===== src/rtl/pps_defines.svh =====
`ifndef PPS_DEFINES_SVH
`define PPS_DEFINES_SVH

// ----------------------------------------------------------------------
// sizes of the routing matrix
// ----------------------------------------------------------------------
`define PPS_NUM_PINS      22          // remappable pins, numbered 0..21
`define PPS_NUM_INPUTS    18          // routable peripheral inputs
`define PPS_SEL_W         5           // width of every selector field
`define PPS_PERIPH_W      32          // one peripheral output per code
`define PPS_LAST_PIN      5'h15       // highest pin number present

// ----------------------------------------------------------------------
// reset values of the selectors
// ----------------------------------------------------------------------
`define PPS_IN_SEL_RST    5'h1f       // inputs point at absent pin 31
`define PPS_OUT_SEL_RST   5'h00       // outputs take the null function
`define PPS_LOCK_RST      1'b0        // map starts out unlocked

// ----------------------------------------------------------------------
// unlock key bytes, written in this order
// ----------------------------------------------------------------------
`define PPS_KEY_FIRST     8'h55
`define PPS_KEY_SECOND    8'haa

// ----------------------------------------------------------------------
// index of each routable peripheral input
// ----------------------------------------------------------------------
`define PPS_IN_EXT_EXT_INTERRUPT_ONE   0
`define PPS_IN_EXT_INT2   1
`define PPS_IN_EXT_INT3   2
`define PPS_IN_T0_CLK     3
`define PPS_IN_T3_CLK     4
`define PPS_IN_T5_CLK     5
`define PPS_IN_CAPT1      6
`define PPS_IN_CAPT2      7
`define PPS_IN_CAPT3      8
`define PPS_IN_T1_GATE    9
`define PPS_IN_T3_GATE    10
`define PPS_IN_T5_GATE    11
`define PPS_IN_SER2_RX    12
`define PPS_IN_SER2_CLK   13
`define PPS_IN_SPI2_DATA  14
`define PPS_IN_SPI2_CLK   15
`define PPS_IN_SPI2_SEL   16
`define PPS_IN_PWM_FAULT  17

// level seen by an input routed to an absent pin (slave select idles high)
`define PPS_IN_IDLE       18'h1_0000

// ----------------------------------------------------------------------
// output function codes
// ----------------------------------------------------------------------
`define PPS_OUT_NULL      5'h00
`define PPS_OUT_CMP1      5'h01
`define PPS_OUT_CMP3      5'h03
`define PPS_OUT_SER2_TX   5'h06
`define PPS_OUT_SER2_DT   5'h07
`define PPS_OUT_SPI2_DO   5'h0a
`define PPS_OUT_SPI2_CK   5'h0b
`define PPS_OUT_SPI_SS    5'h0c
`define PPS_OUT_WAKE      5'h0d
`define PPS_OUT_PWM1_A    5'h0e
`define PPS_OUT_PWM1_D    5'h11
`define PPS_OUT_PWM2_A    5'h12
`define PPS_OUT_PWM2_D    5'h15
`define PPS_OUT_PWM3_A    5'h16
`define PPS_OUT_PWM3_D    5'h19

`endif


===== src/rtl/pps_pkg.sv =====
`include "pps_defines.svh"

package pps_pkg;

	// ------------------------------------------------------------------
	// selector types
	// ------------------------------------------------------------------
	typedef logic [`PPS_SEL_W-1:0]                      sel_t;
	typedef logic [`PPS_NUM_INPUTS-1:0][`PPS_SEL_W-1:0] in_sel_vec_t;
	typedef logic [`PPS_NUM_PINS-1:0][`PPS_SEL_W-1:0]   out_sel_vec_t;

	// unlock sequence tracker, gray coded along idle -> first -> armed
	typedef enum logic [1:0] {
		KEY_IDLE  = 2'b00,
		KEY_FIRST = 2'b01,
		KEY_ARMED = 2'b11
	} key_state_e;

	// true for a code that names a real peripheral output
	function automatic logic code_is_defined(input sel_t code);
		code_is_defined = ((code >= `PPS_OUT_CMP1) && (code <= `PPS_OUT_CMP3)) ||
			((code >= `PPS_OUT_SER2_TX) && (code <= `PPS_OUT_SER2_DT)) ||
			((code >= `PPS_OUT_SPI2_DO) && (code <= `PPS_OUT_PWM3_D));
	endfunction : code_is_defined

	// true for a pin number present on this device
	function automatic logic pin_is_present(input sel_t pin);
		pin_is_present = (pin <= `PPS_LAST_PIN);
	endfunction : pin_is_present

endpackage : pps_pkg


===== src/rtl/pps_in_mux.sv =====
`timescale 1ns/100ps
`default_nettype none
`include "pps_defines.svh"

module pps_in_mux (
	input  wire logic [`PPS_NUM_PINS-1:0]   i_pin_dig,  // digital pin levels
	input  wire pps_pkg::in_sel_vec_t       i_in_sel,   // one selector per input
	output logic      [`PPS_NUM_INPUTS-1:0] o_periph_in // routed peripheral inputs
);

	// ------------------------------------------------------------------
	// per-peripheral selection; one pin may feed many inputs
	// ------------------------------------------------------------------
	localparam logic [`PPS_NUM_INPUTS-1:0] IDLE_LEVEL = `PPS_IN_IDLE;

	genvar g;
	generate
		for (g = 0; g < `PPS_NUM_INPUTS; g++) begin : g_in
			wire logic present = pps_pkg::pin_is_present(i_in_sel[g]);
			// absent pins give the idle level, never an x from the array
			assign o_periph_in[g] = present ? i_pin_dig[i_in_sel[g]] : IDLE_LEVEL[g];
		end
	endgenerate

endmodule : pps_in_mux

`default_nettype wire


===== src/rtl/pps_out_mux.sv =====
`timescale 1ns/100ps
`default_nettype none
`include "pps_defines.svh"

module pps_out_mux (
	input  wire logic [`PPS_PERIPH_W-1:0] i_periph_out, // peripheral outputs by code
	input  wire pps_pkg::out_sel_vec_t    i_out_sel,    // one selector per pin
	output logic      [`PPS_NUM_PINS-1:0] o_route_val,  // routed level per pin
	output logic      [`PPS_NUM_PINS-1:0] o_route_act   // pin carries a routed output
);

	// ------------------------------------------------------------------
	// per-pin selection; one output may drive many pins
	// ------------------------------------------------------------------
	genvar g;
	generate
		for (g = 0; g < `PPS_NUM_PINS; g++) begin : g_out
			// null and unassigned codes leave the pin to its own logic
			assign o_route_act[g] = pps_pkg::code_is_defined(i_out_sel[g]);
			assign o_route_val[g] = o_route_act[g] & i_periph_out[i_out_sel[g]];
		end
	endgenerate

endmodule : pps_out_mux

`default_nettype wire


===== src/rtl/remappable_peripheral_pin_select.sv =====
// Contract
// - twenty-two remappable pins, any function anywhere
// - per-input 5-bit selector picks source pin
// - interrupt, timer clock, timer gate inputs routable
// - capture, serial two, spi two, fault routable
// - per-pin selector picks peripheral output
// - output code zero disconnects the pin
// - reset puts null function on every pin
// - codes 1-3 comparators, 13 wake event
// - codes 6,7 serial two transmit outputs
// - codes 10-12 spi data, clock, slave select
// - codes 14-17 first pwm unit A-D
// - codes 18-21 second pwm unit A-D
// - codes 22-25 third pwm unit A-D
// - routed output beats other digital pin functions
// - analog function always beats routed output
// - no default pin; software must assign one
// - fan-out allowed both for inputs and outputs
// - every mapping combination is accepted
// - lock set silently ignores selector writes
// - lock changes only right after 55h, AAh
// - fuse keeps lock set until reset
// - reset: inputs 11111, outputs 00000
`timescale 1ns/100ps
`default_nettype none
`include "pps_defines.svh"

module remappable_peripheral_pin_select (
	input  wire logic                       i_clk,                 // 10 MHz clock
	input  wire logic                       i_sys_rst,             // sync reset, high
	input  wire logic                       i_single_session_fuse, // one write session
	input  wire logic                       i_key_wr,              // unlock key write
	input  wire logic [7:0]                 i_key_data,            // unlock key byte
	input  wire logic                       i_lock_wr,             // lock bit write
	input  wire logic                       i_lock_data,           // new lock value
	input  wire logic                       i_in_sel_wr,           // input selector write
	input  wire logic [`PPS_SEL_W-1:0]      i_in_sel_idx,          // which input
	input  wire logic                       i_out_sel_wr,          // output selector write
	input  wire logic [`PPS_SEL_W-1:0]      i_out_sel_idx,         // which pin
	input  wire logic [`PPS_SEL_W-1:0]      i_sel_data,            // selector value
	input  wire logic [`PPS_SEL_W-1:0]      i_rd_idx,              // readback index
	input  wire logic [`PPS_NUM_PINS-1:0]   i_pin_in,              // pin input levels
	input  wire logic [`PPS_NUM_PINS-1:0]   i_gpio_out,            // fixed function data
	input  wire logic [`PPS_NUM_PINS-1:0]   i_gpio_oe,             // fixed function enable
	input  wire logic [`PPS_NUM_PINS-1:0]   i_analog_en,           // pin in analog mode
	input  wire logic [`PPS_PERIPH_W-1:0]   i_periph_out,          // peripheral outs by code
	output logic      [`PPS_NUM_INPUTS-1:0] o_periph_in,           // routed peripheral inputs
	output logic      [`PPS_NUM_PINS-1:0]   o_pin_out,             // pin output level
	output logic      [`PPS_NUM_PINS-1:0]   o_pin_oe,              // pin driven when high
	output logic                            o_map_write_lock,      // lock state
	output logic                            o_unlock_armed,        // key sequence done
	output logic      [`PPS_SEL_W-1:0]      o_in_sel_rdata,        // input selector readback
	output logic      [`PPS_SEL_W-1:0]      o_out_sel_rdata        // output selector readback
);

	// ------------------------------------------------------------------
	// state
	// ------------------------------------------------------------------
	pps_pkg::in_sel_vec_t  in_sel;         // input_route_selectors
	pps_pkg::out_sel_vec_t out_sel;        // output_route_selectors
	logic                  map_write_lock; // selector write protect
	pps_pkg::key_state_e   key_state;      // unlock sequence progress
	pps_pkg::key_state_e   next_key_state; // its next value

	// ------------------------------------------------------------------
	// write decode
	// ------------------------------------------------------------------
	wire logic any_sel_wr  = i_in_sel_wr | i_out_sel_wr;
	wire logic key_first   = i_key_wr && (i_key_data == `PPS_KEY_FIRST);
	wire logic key_second  = i_key_wr && (i_key_data == `PPS_KEY_SECOND);
	wire logic armed       = (key_state == pps_pkg::KEY_ARMED);
	// any other access breaks a sequence that is under way
	wire logic key_break   = (i_key_wr && !key_first) || i_lock_wr || any_sel_wr;
	// a locked write still completes, it simply lands nowhere
	wire logic in_wr_ok    = i_in_sel_wr && !map_write_lock &&
		(i_in_sel_idx < 5'(`PPS_NUM_INPUTS));
	wire logic out_wr_ok   = i_out_sel_wr && !map_write_lock &&
		(i_out_sel_idx < 5'(`PPS_NUM_PINS));
	// the fuse forbids clearing a set lock; setting needs only the key sequence
	wire logic clear_block = i_single_session_fuse && map_write_lock && !i_lock_data;
	wire logic lock_take   = i_lock_wr && armed && !clear_block;

	// ------------------------------------------------------------------
	// unlock sequence: 55h then AAh, then the very next access
	// ------------------------------------------------------------------
	// a fresh 55h always restarts at step one, whatever came before
	always_comb begin
		next_key_state = key_state;
		case (key_state)
			pps_pkg::KEY_IDLE: begin
				if (key_first) begin
					next_key_state = pps_pkg::KEY_FIRST; // step one seen
				end
			end
			pps_pkg::KEY_FIRST: begin
				if (key_second) begin
					next_key_state = pps_pkg::KEY_ARMED;
				end else if (key_break) begin
					next_key_state = pps_pkg::KEY_IDLE; // wrong byte or access
				end
			end
			pps_pkg::KEY_ARMED: begin
				// the lock write consumes it; anything else breaks it
				if (key_first) begin
					next_key_state = pps_pkg::KEY_FIRST; // restart
				end else if (key_break) begin
					next_key_state = pps_pkg::KEY_IDLE;
				end
			end
			default: begin
				next_key_state = pps_pkg::KEY_IDLE; // stray code recovers
			end
		endcase
	end

	// key tracker register
	always_ff @(posedge i_clk) begin
		if (i_sys_rst) begin
			key_state <= pps_pkg::KEY_IDLE;
		end else begin
			key_state <= next_key_state;
		end
	end

	// ------------------------------------------------------------------
	// lock bit
	// ------------------------------------------------------------------
	always_ff @(posedge i_clk) begin
		if (i_sys_rst) begin
			map_write_lock <= `PPS_LOCK_RST;
		end else if (lock_take) begin
			map_write_lock <= i_lock_data;
		end
	end

	// ------------------------------------------------------------------
	// selector storage; no value is ever rejected
	// ------------------------------------------------------------------
	always_ff @(posedge i_clk) begin
		if (i_sys_rst) begin
			in_sel <= {`PPS_NUM_INPUTS{`PPS_IN_SEL_RST}};
		end else if (in_wr_ok) begin
			in_sel[i_in_sel_idx] <= i_sel_data;
		end
	end

	// output selectors start on null, so no peripheral output reaches a pin
	always_ff @(posedge i_clk) begin
		if (i_sys_rst) begin
			out_sel <= {`PPS_NUM_PINS{`PPS_OUT_SEL_RST}};
		end else if (out_wr_ok) begin
			out_sel[i_out_sel_idx] <= i_sel_data;
		end
	end

	// ------------------------------------------------------------------
	// status and readback flops
	// ------------------------------------------------------------------
	wire logic [`PPS_SEL_W-1:0] in_rd  = (i_rd_idx < 5'(`PPS_NUM_INPUTS)) ?
		in_sel[i_rd_idx] : `PPS_SEL_W'(0);
	wire logic [`PPS_SEL_W-1:0] out_rd = (i_rd_idx < 5'(`PPS_NUM_PINS)) ?
		out_sel[i_rd_idx] : `PPS_SEL_W'(0);

	// readback lags the index by one edge
	always_ff @(posedge i_clk) begin
		if (i_sys_rst) begin
			o_in_sel_rdata  <= `PPS_SEL_W'(0);
			o_out_sel_rdata <= `PPS_SEL_W'(0);
			o_unlock_armed  <= 1'b0;
		end else begin
			o_in_sel_rdata  <= in_rd;
			o_out_sel_rdata <= out_rd;
			o_unlock_armed  <= (next_key_state == pps_pkg::KEY_ARMED);
		end
	end

	assign o_map_write_lock = map_write_lock;

	// ------------------------------------------------------------------
	// routing; combinational so peripherals see pins with no delay
	// ------------------------------------------------------------------
	// analog pins read low digitally, the input buffer is off
	wire logic [`PPS_NUM_PINS-1:0] pin_dig = i_pin_in & ~i_analog_en;
	wire logic [`PPS_NUM_PINS-1:0] route_val; // routed level per pin
	wire logic [`PPS_NUM_PINS-1:0] route_act; // pin has a routed output

	// per-peripheral input selection
	pps_in_mux u_in_mux (
		.i_pin_dig   (pin_dig),
		.i_in_sel    (in_sel),
		.o_periph_in (o_periph_in)
	);

	// per-pin output selection, indexed by function code
	pps_out_mux u_out_mux (
		.i_periph_out (i_periph_out),
		.i_out_sel    (out_sel),
		.o_route_val  (route_val),
		.o_route_act  (route_act)
	);

	// priority per pin: analog, then routed output, then fixed logic
	wire logic [`PPS_NUM_PINS-1:0] route_win = route_act & ~i_analog_en;
	// each pin chooses by its own bit, never by the whole vector
	wire logic [`PPS_NUM_PINS-1:0] gpio_win  = ~route_act & ~i_analog_en; // fixed logic keeps it
	assign o_pin_out = (route_win & route_val) | (gpio_win & i_gpio_out);
	assign o_pin_oe  = route_win | (i_gpio_oe & ~i_analog_en);

	// helper masks: pins on null code, inputs aimed at absent pins
	logic [`PPS_NUM_PINS-1:0]   null_mask;
	logic [`PPS_NUM_INPUTS-1:0] absent_mask;
	always_comb begin
		for (int k = 0; k < `PPS_NUM_PINS; k++) begin
			null_mask[k] = (out_sel[k] == `PPS_OUT_NULL);
		end
		for (int k = 0; k < `PPS_NUM_INPUTS; k++) begin
			absent_mask[k] = !pps_pkg::pin_is_present(in_sel[k]);
		end
	end

	localparam logic [`PPS_NUM_INPUTS-1:0] IDLE_LEVEL = `PPS_IN_IDLE;
endmodule : remappable_peripheral_pin_select

`default_nettype wire


===== config.mk =====
export PLATFORM = sky130hd
export DESIGN_NAME = remappable_peripheral_pin_select
export DESIGN_NICKNAME = d
export VERILOG_FILES = /design/src/rtl/pps_pkg.sv /design/src/rtl/pps_in_mux.sv /design/src/rtl/pps_out_mux.sv /design/src/rtl/remappable_peripheral_pin_select.sv
export VERILOG_INCLUDE_DIRS = /design/src /design/src/rtl
export SDC_FILE = /design/constraint.sdc
export NUM_CORES = 1
export LEC_CHECK = 0
export ABC_AREA = 0
export ABC_CLOCK_PERIOD_IN_PS = 2870
export BUFFER_PORTS_ARGS = -buffer_cell sky130_fd_sc_hd__buf_4
export CORE_MARGIN = 2
export CORE_UTILIZATION = 38
export DETAILED_ROUTE_END_ITERATION = 8
export GPL_TIMING_DRIVEN = 0
export PLACE_DENSITY = 0.59
export SYNTH_ARGS = -nofsm -noshare
export SYNTH_HDL_FRONTEND = slang
export SYNTH_SLANG_ARGS = --single-unit

===== constraint.sdc =====
create_clock -name i_clk -period 2.87 [get_ports i_clk]
set_input_delay 0.574 -clock i_clk [delete_from_list [all_inputs] [get_ports i_clk]]
set_output_delay 0.574 -clock i_clk [all_outputs]
set_load 0.05 [all_outputs]

==> results_dict.tcl <==
set metrics [dict create \
    outcome "complete, but fails checks" \
    failed_checks "setup timing" \
    routedLengthMet1_mm 31.5 \
    power.leakage_uw 0.00942 \
    vias_per_cell 6.75 \
    finalHoldViolCount 0 \
    synth-main-ff-cell "dfxtp_1" \
    vias 20325 \
    setup_ws_ns -0.512 \
    finalSetupViolCount 40 \
    dp_hpwl_mm 63.8 \
    finalMaxSlewViolations 0 \
    max-vdd-ir-drop_v 0.000264 \
    cts_sinks 214 \
    grt_max_degree 14 \
    synthArstFlopShare_pct 0 \
    yosys.cell_types.count 58 \
    grt_use_total_pct 31.5 \
    fin_skew_ns 0.0213 \
    start_kind "primary input" \
    globalRoute.totalOverflow 0 \
    yosys_register_bits 214 \
    combPwrFrac_pct 23.1 \
    p_int_uw 6150 \
    switching_share_pct 30.3 \
    cp_max_fo 10 \
    p_seq_share_pct 34.2 \
    pin_count 230 \
    final_area_sq_um 26300 \
    grt_antenna_before_repair 0 \
    place_area_sq_um 22700 \
    die_y_um 233 \
    port_buffers 217 \
    grt_pass1_wl_mm 127 \
    min_period_ns 3.38 \
    slowest_delay_ns 0.56 \
    synth_area_sq_um 20000 \
    crit_chain "buf_4 > clkbuf_1 > mux4_2 > mux4_2 > mux2i_1 > o21a_1 > nor3_2 > buf_6" \
    cts_buffer_depth 3 \
    r2r_start "o_map_write_lock" \
    syn_inst 1967 \
    drcViolationCount 0 \
    place_ws_ns -0.724 \
    syn_nets 2123 \
    slowest_stage "mux4_2" \
    initial_core_util_pct 38.2 \
    clockRootBuffer "clkbuf_16" \
    critPathRequiredTime_ns 2.30 \
    min_period_over_period_pct 118 \
    antenna_left 0 \
    tritoncts "yes" \
    htree_levels 1 \
    drt_wl_total_mm 87.6 \
    yosys.area.top_type "mux4_2" \
    core-area_sq_um 52200 \
    clk_latency_ns 0.56 \
    yosysWarnings 0 \
    drt_iter0_markers 2745 \
    synth_area_leaders "mux4_2, dfxtp_1, mux2i_1" \
    top_layer_used "met4" \
    gp_congestion 1.01 \
    wl_met2_mm 40.5 \
    power_frac_clock_pct 42.7 \
    critPathLaunch "i_periph_out[31]" \
    hp-class "in -> reg" \
    syn2layout_area_growth_pct 31.8 \
    nFillCells 4641 \
    crit_type "in -> out" \
    synth_top_cell_area_share_pct 38.5 \
    wl_met3_mm 9.77 \
    drive_gt1_share_pct 44.3 \
    synth_edf_count 0 \
    tns_ns -9.23 \
    synth.top_cells.by_count "mux4_2, dfxtp_1, clkbuf_1" \
    cts_made_buffers 27 \
    grt_pass1_vias 19278 \
    ys_seq_area_share_pct 21.4 \
    final_cells 3009 \
    critPathCaptureType "primary output" \
    first_pass_iters 6 \
    relSlewSlack_pct 17.0 \
    clk_pin_slew_ns 0.05 \
    critical_path.most_common_cell "mux4_2" \
    hold_start "i_lock_data" \
    switchingPower_uw 2670 \
    dieArea_sq_um 54400 \
    num_rows 84 \
    powerDensity_nw_per_um2 335 \
    rsz0062_at_grt "true" \
    ctsHoldBuffers 0 \
    post_synth.cell_area_avg_sq_um 10.2 \
    placed_cells 2872 \
    worstMarginPinSlew_ns 1.24 \
    die_w_um 233 \
    wl_per_cell_um 29.1 \
    cap_violations 0 \
    worstPathArrival_ns 2.81 \
    fmaxAchievable_mhz 296 \
    hold_ws_ns 0.295 \
    nNetsFinal 2455 \
    yosysMostFrequentCell "mux4_2" \
]
[critical path: cells and delay by family]
family | cells | cell delay (ns)
muxes | 3 | 1.29
buffers and inverters | 3 | 0.59
AOI/OAI and AO/OA | 1 | 0.26
and+or+nand+nor | 1 | 0.07
[final cells by class]
class | count | area, sq um | share of cell area [%]
inverter | 51 | 277 | 1.05
antenna | 2 | 5.00 | 0.0190
tap | 688 | 861 | 3.27
sequential | 214 | 4390 | 16.7
clock inverter | 19 | 265 | 1.01
clock buffer | 30 | 687 | 2.61
timing repair buffer | 341 | 3010 | 11.4
multi-input combinational | 1445 | 15200 | 57.9
buffer | 219 | 1590 | 6.04
[timing repair]
action / CTS / global route
pin swaps: 10 / 27
resized for setup: 428 / 108
gates cloned: 25 / 1
hold endpoints to repair: 0 / 0
setup endpoints to repair: 51 / 47
buffers inserted: 86 / 15
[final timing paths]
check	to	slack (ns)	cells past startpoint
min	o_map_write_lock	0.29	3
max reg2reg	out_sel[50]	0.09	5
min reg2reg	in_sel[26]	0.52	2
max	o_pin_out[11]	-0.51	8
[registers in the layout, summed over array words and instances, names as in the netlist]
signal,flops
o_out_sel_rdata,5
in_sel,90
o_unlock_armed,1
out_sel,110
o_map_write_lock,1
key_state,2
o_in_sel_rdata,5
[metal layers]
layer	global-route usage, %	vias up
li1	-	8255
met1	39.8	10036
met2	50.6	1644
met3	6.54	390
met4	17.2	0
met5	0	-
[stage by stage]
stage | utilization (%) | power [uW]
finish | 50.4 | 8820
global route | 50.4 | 9000
CTS | 49.6 | 8740
detailed placement | 43.4 | 4800
global placement | 43.4 | 4780
floorplan | - | 4130
[placed cells by master (no fill, tap or decap), types with 25 or more instances in the layout]
master / count
clkbuf_16: 43
mux4_2: 341
nand2b_1: 32
buf_4: 265
mux2i_1: 186
nand2_1: 166
dfxtp_1: 166
buf_6: 61
clkbuf_2: 25
dfxtp_2: 30
nand3_1: 118
inv_1: 31
nor2_1: 190
a221oi_2: 25
clkbuf_1: 113
a21oi_1: 88
o21ai_0: 45
[kinds of logic after synthesis]
family,after synthesis,synth area share [%]
muxes,552,49.1
and+or+nand+nor,609,14.1
buffers and inverters,311,6.36
AOI/OAI and AO/OA,281,8.96
DFF,214,21.4
[power groups by stage]
stage | Combinational (uW) | Sequential [uW] | Clock, uW
final | 2040 | 3020 | 3760
after global routing | 2090 | 3020 | 3890
after CTS | 1940 | 3020 | 3780
after detailed placement | 1720 | 3080 | 0
after global placement | 1700 | 3080 | 0
after floorplan | 1040 | 3090 | 0
Power figures use the tool's default switching activity.
